## src/verilog/rscl_pkg.sv

```systemverilog
package rscl_pkg;

  localparam int AXI_ADDR_W  = 12;
  localparam int AXI_DATA_W  = 32;
  localparam int MGMT_ADDR_W = 5;
  localparam int CAP_W       = 2;
  localparam int SYNC_STAGES = 2;

  typedef struct packed {
    logic [MGMT_ADDR_W-1:0] addr;
    logic                   sw_sel;
    logic                   autoneg_enable_strap;
    logic [CAP_W-1:0]       cap;
  } rscl_strap_s;

  localparam int STRAP_W = $bits(rscl_strap_s);

  // levels that the internal pad pulls give when no strap resistor is fitted
  localparam logic [MGMT_ADDR_W-1:0] ADDR_DEFAULT  = 5'h01;
  localparam logic                   SWSEL_DEFAULT = 1'h1;
  localparam logic                   AN_DEFAULT    = 1'h1;
  localparam logic [CAP_W-1:0]       CAP_DEFAULT   = 2'h3;
  localparam rscl_strap_s STRAP_DEFAULT = '{
    addr: ADDR_DEFAULT, sw_sel: SWSEL_DEFAULT, autoneg_enable_strap: AN_DEFAULT, cap: CAP_DEFAULT};

  typedef enum logic [1:0] {
    MODE_10_HALF  = 2'b00,
    MODE_10_FULL  = 2'b01,
    MODE_100_HALF = 2'b10,
    MODE_100_FULL = 2'b11
  } rscl_mode_e;

  typedef enum logic [1:0] {
    ST_STRAPPING = 2'b00,
    ST_SW_HOLD   = 2'b01,
    ST_RUN       = 2'b10
  } rscl_state_e;

  localparam logic [AXI_ADDR_W-1:0] REG_BMCR    = 12'h000;
  localparam logic [AXI_ADDR_W-1:0] REG_STRAP   = 12'h004;
  localparam logic [AXI_ADDR_W-1:0] REG_SWCFG   = 12'h008;
  localparam logic [AXI_ADDR_W-1:0] REG_RELEASE = 12'h00c;
  localparam logic [AXI_ADDR_W-1:0] REG_ADVERT  = 12'h010;

  localparam int BMCR_DUPLEX_BIT = 8;
  localparam int BMCR_PDOWN_BIT  = 11;
  localparam int BMCR_AN_BIT     = 12;
  localparam int BMCR_SPEED_BIT  = 13;

  localparam int SWCFG_ADDR_LSB = 0;
  localparam int SWCFG_AN_BIT   = 8;
  localparam int SWCFG_CAP_LSB  = 9;

  localparam int STAT_ADDR_LSB  = 0;
  localparam int STAT_SWSEL_BIT = 5;
  localparam int STAT_AN_BIT    = 6;
  localparam int STAT_CAP_LSB   = 7;
  localparam int STAT_HOLD_BIT  = 9;

  localparam int LANE_LOW  = 0;
  localparam int LANE_HIGH = 1;

  localparam logic [1:0] RESP_OKAY   = 2'h0;
  localparam logic [1:0] RESP_SLVERR = 2'h2;

endpackage

```

## src/verilog/rscl_strap_sampler.sv

```systemverilog
`timescale 1ns/1ps
`default_nettype none

module rscl_strap_sampler #(
  parameter int                W       = 9,
  parameter logic [W-1:0]      DEFAULT = '0
) (
  input  wire  logic         aclk,
  input  wire  logic         aresetn,
  input  wire  logic [W-1:0] pin_in,
  output logic       [W-1:0] value
);

  logic [W-1:0] sync1;
  logic [W-1:0] sync2;
  logic [rscl_pkg::SYNC_STAGES-1:0] fill;

  // synchroniser runs free so that it keeps sampling while reset is held
  always_ff @(posedge aclk) begin
    sync1 <= pin_in;
    sync2 <= sync1;
  end

  // until both stages hold a real sample the pad default stands in
  // ones shift in, so the power-up reset fills without a known start value
  always_ff @(posedge aclk) begin
    if (aresetn) begin
      fill <= '0;
    end else begin
      fill <= {fill[rscl_pkg::SYNC_STAGES-2:0], 1'b1};
    end
  end

  always_ff @(posedge aclk) begin
    if (!aresetn) begin
      value <= (&fill) ? sync2 : DEFAULT;
    end
  end

endmodule

`default_nettype wire

```

## src/verilog/rscl_reset_strap_config_latch.sv

```systemverilog
// The implementer's own choices: the AXI4-Lite register port and the register addresses.
`timescale 1ns/1ps
`default_nettype none

module rscl_reset_strap_config_latch (
  input  wire  logic                                aclk,
  input  wire  logic                                aresetn,
  input  wire  logic [rscl_pkg::AXI_ADDR_W-1:0]     s_axi_awaddr,
  input  wire  logic [2:0]                          s_axi_awprot,
  input  wire  logic                                s_axi_awvalid,
  output logic                                      s_axi_awready,
  input  wire  logic [rscl_pkg::AXI_DATA_W-1:0]     s_axi_wdata,
  input  wire  logic [3:0]                          s_axi_wstrb,
  input  wire  logic                                s_axi_wvalid,
  output logic                                      s_axi_wready,
  output logic [1:0]                                s_axi_bresp,
  output logic                                      s_axi_bvalid,
  input  wire  logic                                s_axi_bready,
  input  wire  logic [rscl_pkg::AXI_ADDR_W-1:0]     s_axi_araddr,
  input  wire  logic [2:0]                          s_axi_arprot,
  input  wire  logic                                s_axi_arvalid,
  output logic                                      s_axi_arready,
  output logic [rscl_pkg::AXI_DATA_W-1:0]           s_axi_rdata,
  output logic [1:0]                                s_axi_rresp,
  output logic                                      s_axi_rvalid,
  input  wire  logic                                s_axi_rready,
  input  wire  logic [rscl_pkg::MGMT_ADDR_W-1:0]    mgmt_address_strap_in,
  output logic       [rscl_pkg::MGMT_ADDR_W-1:0]    mgmt_address_strap_out,
  output logic       [rscl_pkg::MGMT_ADDR_W-1:0]    mgmt_address_strap_oe,
  input  wire  logic                                software_strap_select,
  input  wire  logic                                autoneg_enable_strap_in,
  output logic                                      autoneg_enable_strap_out,
  output logic                                      autoneg_enable_strap_oe,
  input  wire  logic                                capability_strap_bit1_in,
  output logic                                      capability_strap_bit1_out,
  output logic                                      capability_strap_bit1_oe,
  input  wire  logic                                capability_strap_bit0_in,
  output logic                                      capability_strap_bit0_out,
  output logic                                      capability_strap_bit0_oe,
  input  wire  logic                                func_col,
  input  wire  logic [3:0]                          func_rxd,
  input  wire  logic [2:0]                          func_led,
  output logic       [rscl_pkg::MGMT_ADDR_W-1:0]    mgmt_address,
  output logic                                      power_down,
  output logic                                      autoneg_run,
  output logic                                      link_speed_100,
  output logic                                      link_full_duplex,
  output logic       [3:0]                          advertise
);

  ////////////////////////////////////////////////////////////////////////////
  // strap capture

  rscl_pkg::rscl_strap_s  strap_pins;
  rscl_pkg::rscl_strap_s  strap_latched;
  rscl_pkg::rscl_strap_s  active;
  rscl_pkg::rscl_strap_s  swcfg;
  rscl_pkg::rscl_state_e  state;

  // bit order of the struct: addr, sw_sel, autoneg_enable_strap, cap
  assign strap_pins = '{
    addr:   mgmt_address_strap_in,
    sw_sel: software_strap_select,
    autoneg_enable_strap:  autoneg_enable_strap_in,
    cap:    {capability_strap_bit1_in, capability_strap_bit0_in}};

  rscl_strap_sampler #(
    .W       (rscl_pkg::STRAP_W),
    .DEFAULT (rscl_pkg::STRAP_DEFAULT)
  ) u_sampler (
    .aclk    (aclk),
    .aresetn (aresetn),
    .pin_in  (strap_pins),
    .value   (strap_latched)
  );

  ////////////////////////////////////////////////////////////////////////////
  // axi4-lite write channel

  logic                               aw_held;
  logic                               w_held;
  logic [rscl_pkg::AXI_ADDR_W-1:0]    wr_addr;
  logic [rscl_pkg::AXI_DATA_W-1:0]    wr_data;
  logic [3:0]                         wr_strb;
  logic                               do_write;
  logic                               ar_take;
  logic                               release_hit;

  assign s_axi_awready = !aw_held && !s_axi_bvalid;
  assign s_axi_wready  = !w_held && !s_axi_bvalid;
  assign do_write      = aw_held && w_held && !s_axi_bvalid;
  assign s_axi_arready = !s_axi_rvalid;
  assign ar_take       = s_axi_arvalid && s_axi_arready;

  function automatic logic [rscl_pkg::AXI_ADDR_W-1:0] word_of(
    input logic [rscl_pkg::AXI_ADDR_W-1:0] a);
    word_of = {a[rscl_pkg::AXI_ADDR_W-1:2], 2'h0};
  endfunction

  function automatic logic mapped(input logic [rscl_pkg::AXI_ADDR_W-1:0] a);
    logic [rscl_pkg::AXI_ADDR_W-1:0] w;
    w = word_of(a);
    mapped = (w == rscl_pkg::REG_BMCR) || (w == rscl_pkg::REG_STRAP) ||
             (w == rscl_pkg::REG_SWCFG) || (w == rscl_pkg::REG_RELEASE) ||
             (w == rscl_pkg::REG_ADVERT);
  endfunction

  always_ff @(posedge aclk) begin
    if (!aresetn) begin
      aw_held <= 1'b0;
      wr_addr <= '0;
    end else if (s_axi_awvalid && s_axi_awready) begin
      aw_held <= 1'b1;
      wr_addr <= s_axi_awaddr;
    end else if (do_write) begin
      aw_held <= 1'b0;
    end
  end

  always_ff @(posedge aclk) begin
    if (!aresetn) begin
      w_held  <= 1'b0;
      wr_data <= '0;
      wr_strb <= 4'h0;
    end else if (s_axi_wvalid && s_axi_wready) begin
      w_held  <= 1'b1;
      wr_data <= s_axi_wdata;
      wr_strb <= s_axi_wstrb;
    end else if (do_write) begin
      w_held <= 1'b0;
    end
  end

  always_ff @(posedge aclk) begin
    if (!aresetn) begin
      s_axi_bvalid <= 1'b0;
      s_axi_bresp  <= rscl_pkg::RESP_OKAY;
    end else if (do_write) begin
      s_axi_bvalid <= 1'b1;
      s_axi_bresp  <= mapped(wr_addr) ? rscl_pkg::RESP_OKAY : rscl_pkg::RESP_SLVERR;
    end else if (s_axi_bready) begin
      s_axi_bvalid <= 1'b0;
    end
  end

  // a read of the release word counts as an access too
  assign release_hit = (do_write && word_of(wr_addr) == rscl_pkg::REG_RELEASE) ||
                       (ar_take && word_of(s_axi_araddr) == rscl_pkg::REG_RELEASE);

  ////////////////////////////////////////////////////////////////////////////
  // strapping state

  always_ff @(posedge aclk) begin
    if (!aresetn) begin
      state <= rscl_pkg::ST_STRAPPING;
    end else begin
      unique case (state)
        rscl_pkg::ST_STRAPPING: begin
          if (!strap_latched.sw_sel) begin
            state <= rscl_pkg::ST_SW_HOLD;
          end else begin
            state <= rscl_pkg::ST_RUN;
          end
        end
        rscl_pkg::ST_SW_HOLD: begin
          if (release_hit) begin
            state <= rscl_pkg::ST_RUN;
          end
        end
        rscl_pkg::ST_RUN: begin
          state <= rscl_pkg::ST_RUN;
        end
        default: begin
          state <= rscl_pkg::ST_STRAPPING;
        end
      endcase
    end
  end

  // every 5-bit code is a legal address, no check applies
  always_ff @(posedge aclk) begin
    if (!aresetn) begin
      active <= rscl_pkg::STRAP_DEFAULT;
    end else if (state == rscl_pkg::ST_STRAPPING) begin
      active <= strap_latched;
    end else if (state == rscl_pkg::ST_SW_HOLD && release_hit) begin
      active <= swcfg;
    end
  end

  // writes only land while held in software strapping power-down
  always_ff @(posedge aclk) begin
    if (!aresetn) begin
      swcfg <= rscl_pkg::STRAP_DEFAULT;
    end else if (state == rscl_pkg::ST_STRAPPING) begin
      swcfg <= strap_latched;
    end else if (state == rscl_pkg::ST_SW_HOLD && do_write &&
                 word_of(wr_addr) == rscl_pkg::REG_SWCFG) begin
      if (wr_strb[rscl_pkg::LANE_LOW]) begin
        swcfg.addr <= wr_data[rscl_pkg::SWCFG_ADDR_LSB +: rscl_pkg::MGMT_ADDR_W];
      end
      if (wr_strb[rscl_pkg::LANE_HIGH]) begin
        swcfg.autoneg_enable_strap <= wr_data[rscl_pkg::SWCFG_AN_BIT];
        swcfg.cap   <= wr_data[rscl_pkg::SWCFG_CAP_LSB +: rscl_pkg::CAP_W];
      end
    end
  end

  ////////////////////////////////////////////////////////////////////////////
  // basic mode control

  logic bmcr_an;
  logic bmcr_speed;
  logic bmcr_duplex;
  logic bmcr_pdown;
  logic bmcr_wr;

  assign bmcr_wr = do_write && word_of(wr_addr) == rscl_pkg::REG_BMCR &&
                   state != rscl_pkg::ST_STRAPPING && wr_strb[rscl_pkg::LANE_HIGH];

  always_ff @(posedge aclk) begin
    if (!aresetn) begin
      bmcr_an     <= 1'b0;
      bmcr_speed  <= 1'b0;
      bmcr_duplex <= 1'b0;
      bmcr_pdown  <= 1'b0;
    end else if (state == rscl_pkg::ST_STRAPPING) begin
      bmcr_an     <= strap_latched.autoneg_enable_strap;
      bmcr_speed  <= strap_latched.cap[1];
      bmcr_duplex <= strap_latched.cap[0];
      bmcr_pdown  <= 1'b0;
    end else if (state == rscl_pkg::ST_SW_HOLD && release_hit) begin
      bmcr_an     <= swcfg.autoneg_enable_strap;
      bmcr_speed  <= swcfg.cap[1];
      bmcr_duplex <= swcfg.cap[0];
    end else if (bmcr_wr) begin
      bmcr_an     <= wr_data[rscl_pkg::BMCR_AN_BIT];
      bmcr_speed  <= wr_data[rscl_pkg::BMCR_SPEED_BIT];
      bmcr_duplex <= wr_data[rscl_pkg::BMCR_DUPLEX_BIT];
      bmcr_pdown  <= wr_data[rscl_pkg::BMCR_PDOWN_BIT];
    end
  end

  function automatic logic [3:0] adv_of(input logic an, input logic [1:0] cap);
    rscl_pkg::rscl_mode_e m;
    m = rscl_pkg::rscl_mode_e'(cap);
    adv_of = 4'h0;
    if (an) begin
      adv_of[m] = 1'b1;
    end
  endfunction

  ////////////////////////////////////////////////////////////////////////////
  // outputs and pads

  always_ff @(posedge aclk) begin
    if (!aresetn) begin
      mgmt_address     <= rscl_pkg::ADDR_DEFAULT;
      power_down       <= 1'b0;
      autoneg_run      <= 1'b0;
      link_speed_100   <= 1'b0;
      link_full_duplex <= 1'b0;
      advertise        <= 4'h0;
    end else begin
      mgmt_address     <= active.addr;
      power_down       <= (state == rscl_pkg::ST_SW_HOLD) || bmcr_pdown;
      autoneg_run      <= bmcr_an && state == rscl_pkg::ST_RUN;
      link_speed_100   <= bmcr_speed;
      link_full_duplex <= bmcr_duplex;
      advertise        <= adv_of(bmcr_an, {bmcr_speed, bmcr_duplex});
    end
  end

  // pads stay released while straps are read, so the board resistors win
  logic pads_on;

  assign pads_on = state != rscl_pkg::ST_STRAPPING;

  always_ff @(posedge aclk) begin
    if (!aresetn) begin
      mgmt_address_strap_out    <= '0;
      autoneg_enable_strap_out  <= 1'b0;
      capability_strap_bit1_out <= 1'b0;
      capability_strap_bit0_out <= 1'b0;
    end else begin
      mgmt_address_strap_out    <= {func_rxd, func_col};
      autoneg_enable_strap_out  <= func_led[2];
      capability_strap_bit1_out <= func_led[1];
      capability_strap_bit0_out <= func_led[0];
    end
  end

  assign mgmt_address_strap_oe    = {rscl_pkg::MGMT_ADDR_W{pads_on}};
  assign autoneg_enable_strap_oe  = pads_on;
  assign capability_strap_bit1_oe = pads_on;
  assign capability_strap_bit0_oe = pads_on;

  ////////////////////////////////////////////////////////////////////////////
  // axi4-lite read channel

  logic [rscl_pkg::AXI_DATA_W-1:0] rd_word;

  always_comb begin
    rd_word = '0;
    unique case (word_of(s_axi_araddr))
      rscl_pkg::REG_BMCR: begin
        rd_word[rscl_pkg::BMCR_AN_BIT]     = bmcr_an;
        rd_word[rscl_pkg::BMCR_SPEED_BIT]  = bmcr_speed;
        rd_word[rscl_pkg::BMCR_DUPLEX_BIT] = bmcr_duplex;
        rd_word[rscl_pkg::BMCR_PDOWN_BIT]  = power_down;
      end
      rscl_pkg::REG_STRAP: begin
        rd_word[rscl_pkg::STAT_ADDR_LSB +: rscl_pkg::MGMT_ADDR_W] = strap_latched.addr;
        rd_word[rscl_pkg::STAT_SWSEL_BIT] = strap_latched.sw_sel;
        rd_word[rscl_pkg::STAT_AN_BIT]    = strap_latched.autoneg_enable_strap;
        rd_word[rscl_pkg::STAT_CAP_LSB +: rscl_pkg::CAP_W] = strap_latched.cap;
        rd_word[rscl_pkg::STAT_HOLD_BIT]  = state == rscl_pkg::ST_SW_HOLD;
      end
      rscl_pkg::REG_SWCFG: begin
        rd_word[rscl_pkg::SWCFG_ADDR_LSB +: rscl_pkg::MGMT_ADDR_W] = swcfg.addr;
        rd_word[rscl_pkg::SWCFG_AN_BIT] = swcfg.autoneg_enable_strap;
        rd_word[rscl_pkg::SWCFG_CAP_LSB +: rscl_pkg::CAP_W] = swcfg.cap;
      end
      rscl_pkg::REG_ADVERT: begin
        rd_word[3:0] = advertise;
      end
      default: begin
        rd_word = '0;
      end
    endcase
  end

  always_ff @(posedge aclk) begin
    if (!aresetn) begin
      s_axi_rvalid <= 1'b0;
      s_axi_rdata  <= '0;
      s_axi_rresp  <= rscl_pkg::RESP_OKAY;
    end else if (ar_take) begin
      s_axi_rvalid <= 1'b1;
      s_axi_rdata  <= rd_word;
      s_axi_rresp  <= mapped(s_axi_araddr) ? rscl_pkg::RESP_OKAY : rscl_pkg::RESP_SLVERR;
    end else if (s_axi_rready) begin
      s_axi_rvalid <= 1'b0;
    end
  end

endmodule

`default_nettype wire

```

## config.mk

```make
export PLATFORM = sky130hd
export DESIGN_NAME = rscl_reset_strap_config_latch
export DESIGN_NICKNAME = d
export VERILOG_FILES = /design/src/verilog/rscl_pkg.sv /design/src/verilog/rscl_strap_sampler.sv /design/src/verilog/rscl_reset_strap_config_latch.sv
export SDC_FILE = /design/constraint.sdc
export NUM_CORES = 1
export LEC_CHECK = 0
export BUFFER_PORTS_ARGS = -buffer_cell sky130_fd_sc_hd__buf_2
export CAP_MARGIN = 0
export CELL_PAD_IN_SITES_DETAIL_PLACEMENT = 2
export CELL_PAD_IN_SITES_GLOBAL_PLACEMENT = 2
export CORE_UTILIZATION = 28
export CTS_CLUSTER_DIAMETER = 60
export CTS_CLUSTER_SIZE = 30
export DETAILED_ROUTE_END_ITERATION = 10
export PLACE_DENSITY = 0.88
export SKIP_LAST_GASP = 1
export SYNTH_ARGS = -nofsm -noshare
export SYNTH_HDL_FRONTEND = slang
export SYNTH_SLANG_ARGS = --single-unit
```

## constraint.sdc

```tcl
create_clock -name aclk -period 2.45 [get_ports aclk]
set_input_delay 0 -clock aclk [delete_from_list [all_inputs] [get_ports aclk]]
set_output_delay 0 -clock aclk [all_outputs]
set_load 0.01 [all_outputs]
```

==> out/metrics.yaml <==
status: "complete, no violations"
maxSlewViolCount: 0
clk_latency_ps: 350
portBuffers: 106
yosysTopAreaCell: "dfxtp_1"
finalPower_mw: 4.05
fin_cells: 766
wl_per_cell_um: 16.9
cp_max_fo: 14
core-area_mm2: 0.0148
clock-skew-final_ps: 10.1
first_pass_iters: 5
async_flop_share: 0
final_nets: 671
wl_met3_um: 530
synth-main-ff-cell: "dfxtp_1"
cts-htree-levels: 3
rows: 44
ios: 160
via_per_inst: 4.77
synth_edf_count: 9
chipHeight_um: 126
grt_pass1_wl_um: 20900
grt_start_max_net_pins: 36
final_layout_size_suffix_gt1_frac: 0.261
setup_tns_ps: 0
slew_headroom: 0.536
fin_crit_sh: 0.878
worst_slew_pin_slew_ps: 695
cellPowerDensity_mw_per_mm2: 722
max-cap-violations: 0
clkPwrFrac: 0.386
synthTopCellsByArea: "dfxtp_1 (48%), edfxtp_1 (6.3%), a21oi_1 (6.1%)"
cp.arrival_ps: 2360
criticalPathCategory: "register to register"
power_frac_comb: 0.115
worstPathCellList: "nand3b_1, nor4_1, o21a_4, mux2i_1, a21oi_1"
avgSynthCellArea_um2: 9.70
fmax_mhz: 465
seqPwrFrac: 0.498
drt_drc_violations_left: 0
setup_viol: 0
wl_met1_um: 5640
irDropWorstVdd_mv: 0.324
cts_made_buffers: 9
dp.cells: 708
cp_slowest_cell: "nor4_1"
highest_layer: "met4"
p_switching_mw: 1.01
drt-total-wl_um: 12900
netlist_instances: 443
cpLargestDelayFamily: "simple AND/OR/NAND/NOR gates"
grt_overflow: 0
cts_resized: 0
clk_pin_slew_ps: 80
hold_viol: 0
syn_area_mm2: 0.00430
die-area_mm2: 0.0158
place_congestion: 0.771
cts_root_buffer: "clkbuf_16"
nFillCells: 1616
grt_usage: 0.170
leakagePower_nw: 2.33
antenna_cells: 0
min_period_ps: 2150
antenna_found_initial: 0
area_delta_synth_final_pct: 30.5
cts_tree: "done"
cp_data_required_time_ps: 2660
dp_hpwl_um: 9160
vias: 3651
initial_core_util: 0.291
slowest_delay_ps: 600
p_sw_frac: 0.249
ys_types: 48
wl_met2_um: 6440
rsz0062_at_grt: "no"
synth_top_area_frac: 0.480
grt_pass1_vias: 3936
yosysSeqAreaShare: 0.543
yosys_register_bits: 112
cts.sinks: 112
synth-warning-count: 0
drtAntennaViolNets: 0
critPathLaunchType: "register"
clock_path_buffers: 2
crit_buf_inv: 0
critPathCaptureType: "register"
die_x_um: 126
hold_path_class: "input pin to register"
internal-power_mw: 3.04
drt_iter0_drc: 176
what timing repair did:
action | 4_1_cts | 5_1_grt
buffers inserted | 0 | 0
hold buffers | 42 | 0
endpoints found under the setup margin | 0 | 0
hold endpoints to repair | 42 | 0
routing by layer:
layer | GRT usage | vias to the layer above
li1 | - | 1743
met1 | 0.208 | 1785
met2 | 0.295 | 102
met3 | 0.0289 | 21
met4 | 0.0744 | 0
met5 | 0 | -
power by group through the flow:
stage	Clock [mW]	Sequential, mW	Combinational, mW
floorplan	0	2.04	0.287
global placement	0	2.05	0.387
detailed placement	0	2.06	0.413
CTS	1.60	2.02	0.468
global route	1.68	2.03	0.517
finish	1.56	2.02	0.467
worst reg2reg max path, cell delays in order, from the launching register on:
cell      delay [ps]
dfxtp_1          370
nand3b_1         410
nor4_1           600
o21a_4           320
mux2i_1          230
a21oi_1           90
kinds of logic after synthesis:
group | synth area share
other cells | 0.000873
mux | 0.0256
xor+xnor | 0.00204
fa+ha+maj | 0.0116
simple gates | 0.208
compound gates | 0.130
flops | 0.543
buf+inv | 0.0798
final cells by class:
cell class	count	area, um2	area share
clock buffer	10	229	0.0408
clock inverter	6	83.8	0.0149
inverter	8	30.0	0.00535
multi-input combinational	290	1690	0.302
sequential	112	2330	0.416
tap	184	230	0.0410
timing repair buffer	156	1010	0.180
cells in the mapped netlist, types with 4 or more instances:
cell      count
or2_2         5
nand3b_1      7
mux2i_1      11
inv_1         8
buf_4        28
o21ai_1       4
clkbuf_1     19
nand2b_1      4
a221oi_1      4
nor3_1        5
o21ai_0      15
edfxtp_1      9
dfxtp_1     103
a222oi_1      4
a21oi_1      52
nand2_1      60
and2_1       16
nor4_1        4
nor2_1       21
nand3_1      10
ha_1          4
and3_1        6
path summary, 6_finish.rpt:
path                            slack (ps)               start  cells after the start                  to
worst min-delay path                   110     s_axi_araddr[2]                      4     s_axi_rdata[11]
worst min register to register         330  u_sampler.sync1[7]                      0  u_sampler.sync2[7]
worst max-delay path                   300        s_axi_bvalid                      5           active[6]
worst max register to register         300        s_axi_bvalid                      5           active[6]
stage by stage:
stage / instance area (um2) / setup WS, ps / hold WS, ps / util
after floorplan: 4370 / 472 / 27.7 / -
after global placement: 4880 / 414 / 106 / 0.330
after detailed placement: 4880 / 265 / 105 / 0.330
after CTS: 5610 / 256 / 97.5 / 0.380
after global routing: 5610 / 160 / 160 / 0.380
final: 5610 / 300 / 115 / 0.380
state kept, by name (all words and copies together), names as in the netlist, 2 cells and up:
signal	flops
u_sampler.sync2	9
mgmt_address_strap_out	5
swcfg	8
state	2
mgmt_address	5
advertise	4
active	5
u_sampler.value	9
wr_strb	2
wr_data	11
u_sampler.sync1	9
wr_addr	10
s_axi_rdata	14
u_sampler.fill	2
cell usage in the layout (no fill, tap or decap), types with 4 or more instances in the layout:
cell and count:
clkbuf_16 9, o21ai_1 4, buf_2 106, nand3_1 10, mux2i_1 11, a21oi_1 52, ha_1 4, dlygate4sd3_1 42
inv_1 7, buf_4 8, conb_1 20, edfxtp_1 9, a221oi_1 4, and3_1 6, or2_2 5, nand3b_1 7
dfxtp_1 103, nor2_1 21, nand2_1 60, o21ai_0 15, nor3_1 5, and2_1 16, nor4_1 4, nand2b_1 4
a222oi_1 4
Note: power is estimated with default switching activity, not from simulation.
